==> src/hdl/scac_pkg.sv <==
package scac_pkg;
  // Register indices on the register port
  localparam logic [3:0] ADDR_MODE = 4'h0;
  localparam logic [3:0] ADDR_MASK = 4'h1;
  localparam logic [3:0] ADDR_EVENT = 4'h2;
  localparam logic [3:0] ADDR_DIV = 4'h3;
  localparam logic [3:0] ADDR_BRK = 4'h4;
  localparam logic [3:0] ADDR_CTRL = 4'h5;
  localparam logic [3:0] ADDR_HOLD = 4'h6;
  localparam logic [3:0] ADDR_STAT = 4'h7;
  localparam logic [3:0] ADDR_RXLEN = 4'h8;
  // Reset values
  localparam logic [15:0] MODE_RST = 16'h0000;
  localparam logic [7:0] MASK_RST = 8'h00;
  localparam logic [15:0] DIV_RST = 16'h0000;
  localparam logic [15:0] RXLEN_RST = 16'h0001;
  // Mode register fields
  localparam int MODE_PROTO_LSB = 0;
  localparam int MODE_TX_ON = 2;
  localparam int MODE_RX_ON = 3;
  localparam int MODE_DIAG_LSB = 4;
  localparam int MODE_MULTIDROP = 6;
  localparam int MODE_TIMER_SRC = 7;
  localparam int MODE_PRESCALE_BY_FOUR = 8;
  localparam logic [1:0] PROTO_ASYNC = 2'h1;
  localparam logic [1:0] DIAG_NORMAL = 2'h0;
  // Control character register: reject flag above the character
  localparam int CTRL_REJECT = 8;
  // Event bits, shared by the event and mask registers
  localparam int EV_RX = 0;
  localparam int EV_TX = 1;
  localparam int EV_BUSY = 2;
  localparam int EV_CCR = 3;
  localparam int EV_BRK = 4;
  // Commands
  localparam logic [1:0] CMD_HALT_TX = 2'h0;
  localparam logic [1:0] CMD_RESUME_TX = 2'h1;
  localparam logic [1:0] CMD_HUNT = 2'h2;
  // Bit timing counts
  localparam logic [3:0] OS_LAST = 4'hf;
  localparam logic [3:0] OS_MID = 4'h7;
  localparam logic [3:0] STOP_IDX = 4'h9;
  localparam logic [3:0] LAST_DATA_IDX = 4'h8;
  localparam logic [3:0] IDLE_BITS = 4'ha;
  localparam logic [2:0] POLL_LAST = 3'h7;
  localparam logic [1:0] PRE4_LAST = 2'h3;
  // Transmit FIFO shape: {clear_to_send_report, last, data}
  localparam int TXF_WIDTH = 10;
  localparam int TXF_DEPTH = 32;
  typedef enum logic [1:0] {
    TX_IDLE = 2'b00,
    TX_SHIFT = 2'b01,
    TX_BREAK = 2'b10
  } scac_tx_state_t;
endpackage

==> src/hdl/scac_top.sv <==
`timescale 1ns/1ps
// Function
// - Rate clock is source clock over divider plus one, then over one or four.
// - Synchronous protocols use the rate clock as bit clock, no oversampling.
// - Sixteen-bit read-write serial_mode_reg, zero after reset.
// - Mode bits 5..0: protocol, transmitter_on, receiver_on, diagnostic_select.
// - Normal diagnostic mode gates transmit by CTS and receive by CD.
// - Enabled transmitter polls for data about every eight transmit clocks.
// - Halt aborts message, finishes queued character, keeps tx_descriptor_index.
// - After halt send break_count_reg breaks, then idle.
// - Resume continues from current tx_descriptor_index, also after lost CTS.
// - Enabled receiver starts storing into its first buffer.
// - Hunt command closes current buffer with receive event if it holds characters, enters hunt.
// - Hunt ends on address character in multidrop, else one idle character.
// - Hunt command discards a character whose stop bit is sampled in the same cycle.
// - Flag break_seen on break, control_char_seen on rejected control character.
// - Character with no free buffer is dropped, flags no_buffer_drop, multidrop hunts.
// - Buffer availability is sampled at the middle of the stop bit.
// - Transmit done at last data bit start, or on FIFO entry if unreported.
// - Receive done no earlier than middle of the closing character's stop bit.
// - Eight-bit event_mask_reg, one enables that event, zero after reset.
// - command_pending clears once the command has executed.
module scac_fifo #(
  parameter int WIDTH = 8,
  parameter int DEPTH = 4
) (
  input wire logic clk,
  input wire logic rst,
  input wire logic ce,
  input wire logic in_valid,
  output logic in_ready,
  input wire logic [WIDTH-1:0] in_data,
  output logic out_valid,
  input wire logic out_ready,
  output logic [WIDTH-1:0] out_data
);
  localparam int AW = $clog2(DEPTH);
  logic [WIDTH-1:0] mem [DEPTH];
  logic [AW-1:0] wr_ptr_reg;
  logic [AW-1:0] rd_ptr_reg;
  logic [AW:0] count_reg;
  logic push;
  logic pop;

  assign push = in_valid && in_ready;
  assign pop = out_valid && out_ready;
  assign out_data = mem[rd_ptr_reg];

  // Storage has no reset; only pointers carry meaning
  always_ff @(posedge clk) begin
    if (ce && push) begin
      mem[wr_ptr_reg] <= in_data;
    end
  end

  // Full and empty come from flops so both readies are glitch free
  always_ff @(posedge clk) begin
    if (rst) begin
      wr_ptr_reg <= '0;
      rd_ptr_reg <= '0;
      count_reg <= '0;
      in_ready <= 1'b1;
      out_valid <= 1'b0;
    end else if (ce) begin
      if (push) begin
        wr_ptr_reg <= (wr_ptr_reg == AW'(DEPTH - 1)) ? '0 : wr_ptr_reg + 1'b1;
      end
      if (pop) begin
        rd_ptr_reg <= (rd_ptr_reg == AW'(DEPTH - 1)) ? '0 : rd_ptr_reg + 1'b1;
      end
      if (push && !pop) begin
        count_reg <= count_reg + 1'b1;
        in_ready <= (count_reg != (AW + 1)'(DEPTH - 1));
        out_valid <= 1'b1;
      end else if (pop && !push) begin
        count_reg <= count_reg - 1'b1;
        in_ready <= 1'b1;
        out_valid <= (count_reg != (AW + 1)'(1));
      end
    end
  end
endmodule

module scac_top (
  input wire logic core_clk,
  input wire logic rst,
  input wire logic ce,
  input wire logic reg_wr,
  input wire logic reg_rd,
  input wire logic [3:0] reg_addr,
  input wire logic [15:0] reg_wdata,
  output logic [15:0] reg_rdata,
  input wire logic cmd_valid,
  input wire logic [1:0] cmd_code,
  output logic command_pending,
  input wire logic tx_valid,
  output logic tx_ready,
  input wire logic [7:0] tx_data,
  input wire logic tx_last,
  input wire logic tx_report,
  output logic [15:0] tx_descriptor_index,
  input wire logic rx_buf_ready,
  output logic rx_valid,
  output logic [7:0] rx_data,
  output logic rx_close,
  output logic irq,
  input wire logic timer_input_clock,
  input wire logic rxd,
  input wire logic cts_n,
  input wire logic cd_n,
  output logic txd
);
  logic [15:0] serial_mode_reg;
  logic [7:0] event_mask_reg;
  logic [7:0] event_reg;
  logic [15:0] div_reg;
  logic [15:0] break_count_reg;
  logic [8:0] ctrl_char_reg;
  logic [7:0] control_char_holding;
  logic [15:0] rx_len_reg;
  logic [2:0] tim_sync;
  logic [1:0] rxd_sync;
  logic [1:0] cts_sync;
  logic [1:0] cd_sync;
  logic [15:0] div_cnt_reg;
  logic [1:0] pre_cnt_reg;
  logic rate_tick;
  logic src_tick;
  logic sync_proto;
  logic tx_allow;
  logic rx_allow;
  logic multidrop;
  logic [3:0] tx_os_reg;
  logic tx_bit_tick;
  scac_pkg::scac_tx_state_t tx_state_reg;
  logic [9:0] tx_shift_reg;
  logic [3:0] tx_idx_reg;
  logic tx_cur_last_reg;
  logic tx_cur_rep_reg;
  logic [2:0] poll_cnt_reg;
  logic tx_halted_reg;
  logic [15:0] brk_left_reg;
  logic fifo_out_valid;
  logic fifo_out_ready;
  logic [9:0] fifo_out_data;
  logic tx_push;
  logic tx_done_ev;
  logic cts_lost;
  logic [3:0] rx_os_reg;
  logic [3:0] rx_idx_reg;
  logic rx_busy_reg;
  logic [8:0] rx_shift_reg;
  logic rx_sample;
  logic rx_stop;
  logic hunting_reg;
  logic [3:0] idle_cnt_reg;
  logic [15:0] rx_cnt_reg;
  logic cmd_take;
  logic [7:0] ev_set;
  logic ev_rx;
  logic ev_busy;
  logic ev_ccr;
  logic ev_brk;

  // Last oversample slot of a bit; every rate tick in synchronous modes
  function automatic logic [3:0] os_end(input logic sync);
    os_end = sync ? 4'h0 : scac_pkg::OS_LAST;
  endfunction

  // Pins from the line and the timer clock are foreign, two flops each for the line, three for the timer clock
  always_ff @(posedge core_clk) begin
    if (rst) begin
      tim_sync <= 3'h0;
      rxd_sync <= 2'h3;
      cts_sync <= 2'h3;
      cd_sync <= 2'h3;
    end else if (ce) begin
      tim_sync <= {tim_sync[1:0], timer_input_clock};
      rxd_sync <= {rxd_sync[0], rxd};
      cts_sync <= {cts_sync[0], cts_n};
      cd_sync <= {cd_sync[0], cd_n};
    end
  end

  assign sync_proto = serial_mode_reg[1:0] != scac_pkg::PROTO_ASYNC;
  assign multidrop = serial_mode_reg[scac_pkg::MODE_MULTIDROP];
  // Edge of the timer clock is taken from the second and third flops only
  assign src_tick = serial_mode_reg[scac_pkg::MODE_TIMER_SRC] ? (tim_sync[1] && !tim_sync[2]) : 1'b1;
  // Modem lines only gate the channel in normal diagnostic mode
  assign tx_allow = serial_mode_reg[scac_pkg::MODE_TX_ON] &&
                    (serial_mode_reg[5:4] != scac_pkg::DIAG_NORMAL || !cts_sync[1]);
  assign rx_allow = serial_mode_reg[scac_pkg::MODE_RX_ON] &&
                    (serial_mode_reg[5:4] != scac_pkg::DIAG_NORMAL || !cd_sync[1]);

  // Rate generator: divider first, then the optional divide by four
  always_ff @(posedge core_clk) begin
    if (rst) begin
      div_cnt_reg <= 16'h0000;
      pre_cnt_reg <= 2'h0;
      rate_tick <= 1'b0;
    end else if (ce) begin
      rate_tick <= 1'b0;
      if (src_tick) begin
        if (div_cnt_reg >= div_reg) begin
          div_cnt_reg <= 16'h0000;
          if (!serial_mode_reg[scac_pkg::MODE_PRESCALE_BY_FOUR] || pre_cnt_reg == scac_pkg::PRE4_LAST) begin
            pre_cnt_reg <= 2'h0;
            rate_tick <= 1'b1;
          end else begin
            pre_cnt_reg <= pre_cnt_reg + 2'h1;
          end
        end else begin
          div_cnt_reg <= div_cnt_reg + 16'h0001;
        end
      end
    end
  end

  // Transmit bit clock: rate over sixteen async, rate itself when synchronous
  always_ff @(posedge core_clk) begin
    if (rst) begin
      tx_os_reg <= 4'h0;
    end else if (ce && rate_tick) begin
      tx_os_reg <= (tx_os_reg >= os_end(sync_proto)) ? 4'h0 : tx_os_reg + 4'h1;
    end
  end
  assign tx_bit_tick = rate_tick && (tx_os_reg >= os_end(sync_proto));

  // Register writes; the mode word is fully read-write
  always_ff @(posedge core_clk) begin
    if (rst) begin
      serial_mode_reg <= scac_pkg::MODE_RST;
      event_mask_reg <= scac_pkg::MASK_RST;
      div_reg <= scac_pkg::DIV_RST;
      break_count_reg <= 16'h0000;
      ctrl_char_reg <= 9'h000;
      rx_len_reg <= scac_pkg::RXLEN_RST;
    end else if (ce && reg_wr) begin
      unique case (reg_addr)
        scac_pkg::ADDR_MODE: serial_mode_reg <= reg_wdata;
        scac_pkg::ADDR_MASK: event_mask_reg <= reg_wdata[7:0];
        scac_pkg::ADDR_DIV: div_reg <= reg_wdata;
        scac_pkg::ADDR_BRK: break_count_reg <= reg_wdata;
        scac_pkg::ADDR_CTRL: ctrl_char_reg <= reg_wdata[8:0];
        scac_pkg::ADDR_RXLEN: rx_len_reg <= reg_wdata;
        default: ;
      endcase
    end
  end

  // Read data is registered; unmapped indices read zero
  always_ff @(posedge core_clk) begin
    if (rst) begin
      reg_rdata <= 16'h0000;
    end else if (ce && reg_rd) begin
      unique case (reg_addr)
        scac_pkg::ADDR_MODE: reg_rdata <= serial_mode_reg;
        scac_pkg::ADDR_MASK: reg_rdata <= {8'h00, event_mask_reg};
        scac_pkg::ADDR_EVENT: reg_rdata <= {8'h00, event_reg};
        scac_pkg::ADDR_DIV: reg_rdata <= div_reg;
        scac_pkg::ADDR_BRK: reg_rdata <= break_count_reg;
        scac_pkg::ADDR_CTRL: reg_rdata <= {7'h00, ctrl_char_reg};
        scac_pkg::ADDR_HOLD: reg_rdata <= {8'h00, control_char_holding};
        scac_pkg::ADDR_STAT: reg_rdata <= {12'h000, tx_state_reg == scac_pkg::TX_BREAK,
                                           hunting_reg, rx_busy_reg, tx_halted_reg};
        scac_pkg::ADDR_RXLEN: reg_rdata <= rx_len_reg;
        default: reg_rdata <= 16'h0000;
      endcase
    end
  end

  // One command at a time; it executes in the same cycle it is taken
  assign cmd_take = cmd_valid && !command_pending;
  always_ff @(posedge core_clk) begin
    if (rst) begin
      command_pending <= 1'b0;
    end else if (ce) begin
      command_pending <= cmd_take;
    end
  end

  // Transmit queue; its ready is the writer's back-pressure
  scac_fifo #(
    .WIDTH(scac_pkg::TXF_WIDTH),
    .DEPTH(scac_pkg::TXF_DEPTH)
  ) u_tx_fifo (
    .clk(core_clk),
    .rst(rst),
    .ce(ce),
    .in_valid(tx_valid),
    .in_ready(tx_ready),
    .in_data({tx_report, tx_last, tx_data}),
    .out_valid(fifo_out_valid),
    .out_ready(fifo_out_ready),
    .out_data(fifo_out_data)
  );
  assign tx_push = tx_valid && tx_ready;

  // A character is fetched only on a poll slot, so a late write waits a poll
  assign fifo_out_ready = tx_state_reg == scac_pkg::TX_IDLE && tx_bit_tick && tx_allow &&
                          !tx_halted_reg && poll_cnt_reg == scac_pkg::POLL_LAST;
  // Losing CTS mid-character is an error that needs a resume
  assign cts_lost = tx_state_reg == scac_pkg::TX_SHIFT && serial_mode_reg[5:4] == scac_pkg::DIAG_NORMAL &&
                    cts_sync[1];
  assign tx_done_ev = (tx_push && tx_last && !tx_report) ||
                      (tx_bit_tick && tx_state_reg == scac_pkg::TX_SHIFT && tx_idx_reg == scac_pkg::LAST_DATA_IDX &&
                       tx_cur_last_reg && tx_cur_rep_reg);

  // Transmitter: shifts start, eight data, stop; breaks are a frame of zeros
  always_ff @(posedge core_clk) begin
    if (rst) begin
      tx_state_reg <= scac_pkg::TX_IDLE;
      tx_shift_reg <= 10'h3ff;
      tx_idx_reg <= 4'h0;
      tx_cur_last_reg <= 1'b0;
      tx_cur_rep_reg <= 1'b0;
      poll_cnt_reg <= 3'h0;
      tx_halted_reg <= 1'b0;
      brk_left_reg <= 16'h0000;
      txd <= 1'b1;
    end else if (ce) begin
      if (cmd_take && cmd_code == scac_pkg::CMD_HALT_TX) begin
        tx_halted_reg <= 1'b1;
        brk_left_reg <= break_count_reg;
      end else if (cmd_take && cmd_code == scac_pkg::CMD_RESUME_TX) begin
        tx_halted_reg <= 1'b0;
      end else if (cts_lost) begin
        tx_halted_reg <= 1'b1;
      end
      if (cts_lost) begin
        tx_state_reg <= scac_pkg::TX_IDLE;
        txd <= 1'b1;
      end else if (tx_bit_tick) begin
        unique case (tx_state_reg)
          scac_pkg::TX_IDLE: begin
            txd <= 1'b1;
            poll_cnt_reg <= poll_cnt_reg + 3'h1;
            if (fifo_out_ready && fifo_out_valid) begin
              tx_shift_reg <= {1'b1, fifo_out_data[7:0], 1'b0};
              tx_cur_last_reg <= fifo_out_data[8];
              tx_cur_rep_reg <= fifo_out_data[9];
              tx_idx_reg <= 4'h0;
              tx_state_reg <= scac_pkg::TX_SHIFT;
            end else if (tx_halted_reg && brk_left_reg != 16'h0000) begin
              brk_left_reg <= brk_left_reg - 16'h0001;
              tx_idx_reg <= 4'h0;
              tx_state_reg <= scac_pkg::TX_BREAK;
            end
          end
          scac_pkg::TX_SHIFT: begin
            txd <= tx_shift_reg[0];
            tx_shift_reg <= {1'b1, tx_shift_reg[9:1]};
            tx_idx_reg <= tx_idx_reg + 4'h1;
            // Halt only lets the character already in the shifter finish
            if (tx_idx_reg == scac_pkg::STOP_IDX) begin
              tx_state_reg <= scac_pkg::TX_IDLE;
            end
          end
          scac_pkg::TX_BREAK: begin
            txd <= 1'b0;
            tx_idx_reg <= tx_idx_reg + 4'h1;
            if (tx_idx_reg == scac_pkg::STOP_IDX) begin
              tx_state_reg <= scac_pkg::TX_IDLE;
            end
          end
          default: tx_state_reg <= scac_pkg::TX_IDLE;
        endcase
      end
    end
  end

  // Index moves only on a finished buffer, never on halt
  always_ff @(posedge core_clk) begin
    if (rst) begin
      tx_descriptor_index <= 16'h0000;
    end else if (ce && tx_done_ev) begin
      tx_descriptor_index <= tx_descriptor_index + 16'h0001;
    end
  end

  // Receive sampling: find start edge, confirm mid start, then every bit
  assign rx_sample = rate_tick && rx_busy_reg && rx_os_reg == (sync_proto ? 4'h0 : scac_pkg::OS_MID);
  assign rx_stop = rx_sample && rx_idx_reg == scac_pkg::STOP_IDX;
  always_ff @(posedge core_clk) begin
    if (rst) begin
      rx_busy_reg <= 1'b0;
      rx_os_reg <= 4'h0;
      rx_idx_reg <= 4'h0;
      rx_shift_reg <= 9'h000;
    end else if (ce && rate_tick) begin
      if (!rx_busy_reg) begin
        if (rxd_sync[1]) begin
          rx_idx_reg <= 4'h0; // A break must end before a new start
        end else if (rx_allow && rx_idx_reg == 4'h0) begin
          rx_busy_reg <= 1'b1;
          rx_os_reg <= 4'h1;
        end
      end else begin
        rx_os_reg <= (rx_os_reg >= os_end(sync_proto)) ? 4'h0 : rx_os_reg + 4'h1;
        if (rx_sample) begin
          rx_shift_reg <= {rxd_sync[1], rx_shift_reg[8:1]};
          rx_idx_reg <= rx_idx_reg + 4'h1;
          // A false start (line high at mid start) is dropped
          if ((rx_idx_reg == 4'h0 && rxd_sync[1]) || rx_idx_reg == scac_pkg::STOP_IDX) begin
            rx_busy_reg <= 1'b0;
          end
        end
      end
    end
  end

  // Idle character: a full frame time of marking line
  always_ff @(posedge core_clk) begin
    if (rst) begin
      idle_cnt_reg <= 4'h0;
    end else if (ce && rate_tick && tx_os_reg >= os_end(sync_proto)) begin
      if (!rxd_sync[1] || rx_busy_reg) begin
        idle_cnt_reg <= 4'h0;
      end else if (idle_cnt_reg != scac_pkg::IDLE_BITS) begin
        idle_cnt_reg <= idle_cnt_reg + 4'h1;
      end
    end
  end

  // Character handling at mid stop bit; buffer readiness sampled there too
  always_ff @(posedge core_clk) begin
    if (rst) begin
      hunting_reg <= 1'b0;
      rx_cnt_reg <= 16'h0000;
      rx_valid <= 1'b0;
      rx_close <= 1'b0;
      rx_data <= 8'h00;
      control_char_holding <= 8'h00;
      ev_rx <= 1'b0;
      ev_busy <= 1'b0;
      ev_ccr <= 1'b0;
      ev_brk <= 1'b0;
    end else if (ce) begin
      rx_valid <= 1'b0;
      rx_close <= 1'b0;
      ev_rx <= 1'b0;
      ev_busy <= 1'b0;
      ev_ccr <= 1'b0;
      ev_brk <= 1'b0;
      if (cmd_take && cmd_code == scac_pkg::CMD_HUNT) begin
        // Closes the open buffer; characters already handed out stay delivered
        hunting_reg <= 1'b1;
        rx_cnt_reg <= 16'h0000;
        rx_close <= rx_cnt_reg != 16'h0000;
        ev_rx <= rx_cnt_reg != 16'h0000;
      end else if (hunting_reg && !multidrop && idle_cnt_reg == scac_pkg::IDLE_BITS) begin
        hunting_reg <= 1'b0;
      end else if (rx_stop) begin
        if (rx_shift_reg == 9'h000 && !rxd_sync[1]) begin
          ev_brk <= 1'b1;
        end else if (hunting_reg && !(multidrop && rx_shift_reg[8])) begin
          hunting_reg <= 1'b1;
        end else if (ctrl_char_reg[scac_pkg::CTRL_REJECT] && rx_shift_reg[8:1] == ctrl_char_reg[7:0]) begin
          control_char_holding <= rx_shift_reg[8:1];
          ev_ccr <= 1'b1;
        end else if (!rx_buf_ready) begin
          ev_busy <= 1'b1;
          hunting_reg <= multidrop;
        end else begin
          hunting_reg <= 1'b0;
          rx_valid <= 1'b1;
          rx_data <= rx_shift_reg[8:1];
          if (rx_cnt_reg + 16'h0001 >= rx_len_reg) begin
            rx_cnt_reg <= 16'h0000;
            rx_close <= 1'b1;
            ev_rx <= 1'b1;
          end else begin
            rx_cnt_reg <= rx_cnt_reg + 16'h0001;
          end
        end
      end
    end
  end

  // Event flags: write one to clear, a new event in the same cycle wins
  always_comb begin
    ev_set = 8'h00;
    ev_set[scac_pkg::EV_RX] = ev_rx;
    ev_set[scac_pkg::EV_TX] = tx_done_ev;
    ev_set[scac_pkg::EV_BUSY] = ev_busy;
    ev_set[scac_pkg::EV_CCR] = ev_ccr;
    ev_set[scac_pkg::EV_BRK] = ev_brk;
  end
  always_ff @(posedge core_clk) begin
    if (rst) begin
      event_reg <= 8'h00;
    end else if (ce) begin
      if (reg_wr && reg_addr == scac_pkg::ADDR_EVENT) begin
        event_reg <= (event_reg & ~reg_wdata[7:0]) | ev_set;
      end else begin
        event_reg <= event_reg | ev_set;
      end
    end
  end

  // Request follows the flags one cycle later, straight from a flop
  always_ff @(posedge core_clk) begin
    if (rst) begin
      irq <= 1'b0;
    end else if (ce) begin
      irq <= |(event_reg & event_mask_reg);
    end
  end
endmodule

==> config.mk <==
export PLATFORM = sky130hd
export DESIGN_NAME = scac_top
export DESIGN_NICKNAME = d
export VERILOG_FILES = /design/src/hdl/scac_pkg.sv /design/src/hdl/scac_top.sv
export SDC_FILE = /design/constraint.sdc
export NUM_CORES = 1
export LEC_CHECK = 0
export BUFFER_PORTS_ARGS = -buffer_cell sky130_fd_sc_hd__buf_2
export CORE_ASPECT_RATIO = 0.75
export CORE_UTILIZATION = 50
export CTS_CLUSTER_DIAMETER = 50
export DETAILED_ROUTE_END_ITERATION = 6
export GPL_ROUTABILITY_DRIVEN = 1
export PLACE_DENSITY = 0.74
export SLEW_MARGIN = 5
export SYNTH_ARGS = -nofsm -noshare
export SYNTH_HDL_FRONTEND = slang
export SYNTH_HIERARCHICAL = 1
export SYNTH_SLANG_ARGS = --single-unit
export TNS_END_PERCENT = 30
==> constraint.sdc <==
create_clock -name core_clk -period 11.1 [get_ports core_clk]
set_clock_uncertainty 0.2 [all_clocks]
set_input_delay 2.22 -clock core_clk [delete_from_list [all_inputs] [get_ports core_clk]]
set_output_delay 2.22 -clock core_clk [all_outputs]
set_load 0.02 [all_outputs]
# Word level (Yosys, flattened, before mapping)
# Memory sizes are Yosys's and may differ from the RTL's. A register that Yosys moved wholly into a read port is not among the register bits.
# Cells that the tools add are included.
[totals] latchBits=0 regBits=272 output_inout_bits=46 wordCells=333 inputBits=44 mem_bits_ro=0 n_memories=1 mem_bits_rw=320
[classes] n_div=0 add_sub_neg=15 order_cmp=4 muxes=107 bitwise=11 n_mul=0 n_reduce_logical=110 eq_ne=38 shifts=0
[memory_table] memory="u_tx_fifo.mem" words=32 width=10 read_ports=1 rd_clocked_by_memory_dff=1 write_ports=1 line_no="scac_top.sv:38" rtl="logic [WIDTH-1:0] mem [DEPTH];"
[ops] op="$mux W16" n=15
[ops] op="$pmux W16 S9" n=1
[ops] op="$mux W1" n=59
[ops] op="$mux W4" n=13
[ops] op="$add A16 B1 Y16 const B" n=3
[ops] op="$logic_and A1 B1 Y1" n=43
[ops] op="$ge A16 B16 Y1" n=2
[ops] op="$reduce_bool A16 Y1" n=2
[ops] op="$reduce_and A2 Y1" n=12
[ops] op="$add A4 B1 Y4 const B" n=5
[ops] op="$eq A4 B4 Y1 const B" n=5
[ops] op="$mux W5" n=4
[ops] op="$pmux W10 S2" n=1
[ops] op="$reduce_bool A2 Y1" n=10
[ops] op="$and A8 B8 Y8" n=2
[ops] op="$eq A4 B3 Y1 const B" n=4
[ops] op="$or A8 B5 Y8" n=2
[ops] op="$sub A16 B1 Y16 const B" n=1
[ops] op="$reduce_and A3 Y1" n=5
[ops] op="$reduce_and A5 Y1" n=3
[ops] op="$reduce_and A7 Y1" n=2
[ops] op="$logic_not A1 Y1" n=12
[ops] op="$mux W2" n=6
[ops] op="$mux W6" n=2
[ops] op="40 further kinds" n=71

# Logic depth before layout (Yosys ltp)
[logic_depth] word_depth=13 ltp_mapped=15 depth_no_buf=14

# Modules after synthesis
# The synthesis kept the hierarchy.
[by_module_without_submodules] mod="scac_fifo" cells_each=847 seq_area_each_um2=10069.7 area_per_inst_um2=13865.8 instances=1
[by_module_without_submodules] mod="scac_top" cells_each=1579 seq_area_each_um2=5064.9 area_per_inst_um2=12919.9 instances=1

# Least setup slack after synthesis
# Ideal clock, no wire load.
[synth_path] path_type="input -> register" start="input reg_addr[0]" end="register ctrl_char_reg[0]" path_slack_ns=6.995 path_buffers=3 setup_time_ns=0.128 path_stages=8 t_arrival_ns=3.778 required_time_ns=10.772 path_cell_list="clkbuf_1 nor2b_1 clkbuf_1 nor2b_1 and3_1 buf_2 mux2i_1 nor2_1"
[synth_via] elab_chain_len=2
[synth_lines] item="start, declared" line_no="scac_top.sv:90" rtl="input wire logic [3:0] reg_addr,"
[synth_lines] item="$eq A4 B3 Y1" line_no="scac_top.sv:239" rtl="unique case (reg_addr)"
[synth_lines] item="$reduce_and A2 Y1 (no line)"
[synth_lines] item="end signal, assigned" line_no="scac_top.sv:244" rtl="scac_pkg::ADDR_CTRL: ctrl_char_reg <= reg_wdata[8:0];"
[synth_lines] item="end, declared" line_no="scac_top.sv:118" rtl="logic [8:0] ctrl_char_reg;"
# Every way passes these cells.
# A chain may end at the register's enable or synchronous reset.

# Final worst setup path
[layout_path] start="input ce" end="register tx_idx_reg[2]"
[layout_via] elab_chain_len=1
[layout_lines] item="start, declared" line_no="scac_top.sv:87" rtl="input wire logic ce,"
[layout_lines] item="$reduce_and A5 Y1 (no line)"
[layout_lines] item="end signal, assigned" line_no="scac_top.sv:353" rtl="tx_idx_reg <= tx_idx_reg + 4'h1;"
[layout_lines] item="end signal, assigned" line_no="scac_top.sv:361" rtl="tx_idx_reg <= tx_idx_reg + 4'h1;"
[layout_lines] item="end, declared" line_no="scac_top.sv:137" rtl="logic [3:0] tx_idx_reg;"
# Every way passes these cells.

==> run metrics <==
via density per instance=just over 6; TritonCTS clock tree=done; post-cts hold buffer count=0; share of layout cells above drive strength 1=a little under a tenth; Post-CTS Setup Bufs=0; Post-Place Setup Slack=5065 ps; Post-CTS Resized=0; Final #Nets=approximately 2600; largest family of logic cells by synthesized area=simple AND/OR/NAND/NOR gates; Setup CP Type=primary input to register; max_cap viols=0; Largest register FFs=320; asr flop ratio synth=0%; slew margin rel.=between 30% and 40%; most common cell after layout, fill and taps aside=edfxtp_1; Synth warnings=6; Slew Viols, Final=0; global-route wire length before repair=around 100000 microns; initial antenna violation count=2; Netlist Area Pre-Place=about 27000 sq um; largest register by flop count=u_tx_fifo/mem; Setup WS post-layout=5527 ps; combinational share of power=3.7%; Starting DRT DRC Count=2304; status=finished, violations left; CP max FO=57; vias in the first global route=roughly 18000; Switching Power=around 1000 uW; most frequent cells in the layout=edfxtp_1, nand2_1, dfxtp_1; largest net degree at the start of global routing=91; CTS H-Tree Depth=2; Total Die Area=between 50000 and 60000 sq um; Slowest-stage cell, CP=nor2_1; fmax=179.4 MHz; crit share post-route=roughly half; post-layout min period=approximately 5600 ps; area of the core=52980 sq um; post-DP HPWL=about 45000 microns; Critical Path, Cell by Cell=buf_2, buf_4, inv_1, nor2_1, nand3_1, or3_1, or4_1, a21oi_1; Synth top area share=35.87%; Die Height=around 200 microns; VDD IR max=119.6 uV; Initial Utilization=around half; cell-internal power=approximately 3500 uW; synth-to-layout area growth=10.07%; Syn Inst Count=between 2000 and 2500; Mapped Nets=approximately 2500; Post-synth EDFFs=320; post-synthesis mux area share=~8.5%; Reg2Reg Setup Slack=between 6000 and 7000 ps; CTS Root Buffer Type=clkbuf_16; Antenna Nets Post-Route=0; Yosys top cell by area=edfxtp_1; via count=just under 20000; pwr/cell area=roughly 150 nW/um^2; WP data arrival=about 5900 ps; row count=73; Synth Area in Simple Gates=between 10% and 20%; register bit count reported by yosys=596; worst reg-to-reg path cell count=9; Residual DRC=8; CP endpoint kind=register; Switching Share=between 20% and 30%; xor-xnor portion of the synthesized cell area=2.158%; Fin. Hold Viols=0; wire per inst=approximately 21 microns; CP required=11450 ps; Seq/Total Area, Yosys=around 57%; cts bufs inserted=60; Worst Setup Start Kind=primary input; Tot Pwr=4541 uW; Setup violations, final=0; Setup crit end=tx_idx_reg[2]; IO Count=90; Reg-to-Reg End=tx_shift_reg[2]; GRT overflow=0; syn avg cell area=between 10 and 15 sq um; Worst-path clk slew=60 ps; most common flop cell mapped by yosys=edfxtp_1; Adder-Cell Fraction of Synth Area=between 3 and 4%; worst-skew pair later-pin latency=approximately 630 ps; RSZ-0062 raised after global routing=no; Clock Path Buffers=3; TNS Setup=0 ps; post-synthesis compound-gate area fraction=11.40%; die width=about 270 microns; synth unique cells=83; # clock sinks=596; Min-Delay Path Class=register to register; CP startpoint=ce; Area contributors post-synth=edfxtp_1, dfxtp_1, mux2i_1, nand2_1, a21oi_1; 1st-pass router iterations=7; Clock power frac=approximately 45%; failing checks=design-rule violations; worst stage delay on the critical path=roughly 730 ps; Slew @ Worst Pin=1014 ps; final WL=about 67000 microns; sequential share of power=51.7%; GRT Resource Usage Total=roughly 24%; static leakage=0.009969 uW; hold path cells=2; GP Congestion=between 0.9 and 1; number of port buffers=slightly below 90
critical path: cells and delay by family:
kind                   cells  cell delay [ps]
AOI/OAI and AO/OA          1              160
buffers and inverters      3             1220
and+or+nand+nor            4             2290
synthesized netlist by cell type, types with 12 or more instances:
library cell and count:
a222oi_1 13, a21o_1 15, nand2b_1 15, nand2_1 300
nor2_1 175, a211oi_1 12, clkbuf_1 90, inv_1 63
nand3b_1 15, xor2_1 25, buf_2 20, o21ai_0 43
nand3_1 92, nand4_1 40, a22oi_1 57, xnor2_1 41
and3_1 28, nor2b_1 16, dfxtp_1 276, mux2i_1 217
edfxtp_1 320, ha_1 74, a31oi_1 37, a21oi_1 187
nor3_1 32, a22o_1 31
cells by family after synthesis:
logic type | Yosys count
AOI/OAI and AO/OA | 468
xor gates and xnor gates | 66
buffers and inverters | 203
adders and majority gates | 74
DFF | 596
and+or+nand+nor | 794
muxes | 225
through the flow:
stage	cells	hold slack, ps	cell area [sq um]	util (%)
detailed placement	3105	245.4	27520	51.95
global route	3215	272.2	29480	55.65
global placement	3105	233.2	27520	51.95
floorplan	2426	224.1	26790	-
finish	3215	258.0	29480	55.65
CTS	3214	255.0	29480	55.65
cell type report:
cell class | count | area, sq um
diodes | 1 | 2.502
clock buffers | 78 | 1629
clock inverters | 31 | 331.6
fillers | 4388 | 23490
inverters | 63 | 236.5
multi-input cells | 1627 | 10670
flip-flops and latches | 596 | 15140
well taps | 712 | 890.9
repair buffers | 107 | 586.8
metal layers:
metal / global-route usage (%) / vias to the layer above / part of all wire, %
met5: 0 / - / 0.025
met4: 5.844 / 2 / 1.9
met3: 5.608 / 113 / 11
met2: 34.10 / 959 / 42
met1: 37.15 / 9483 / 46
li1: - / 8953 / -
power by group through the flow:
stage | clock, uW | sequential [uW] | combinational, uW
6_report | 2020 | 2350 | 170
5_1_grt | 2140 | 2350 | 184
4_1_cts | 2050 | 2350 | 167
3_5_place_dp | 0 | 2390 | 166
3_3_place_gp | 0 | 2390 | 160
2_1_floorplan | 0 | 2390 | 96.8
how the worst min path moves through the flow:
stage | from | to | slack [ps]
2_1_floorplan | event_reg[5] | event_reg[5] | 220
3_3_place_gp | event_reg[7] | event_reg[7] | 230
3_5_place_dp | event_reg[5] | event_reg[5] | 250
4_1_cts | event_reg[5] | event_reg[5] | 260
5_1_grt | event_reg[5] | event_reg[5] | 270
6_report | reg_rdata[6] | reg_rdata[6] | 260
Note: power is estimated with default switching activity, not from simulation.
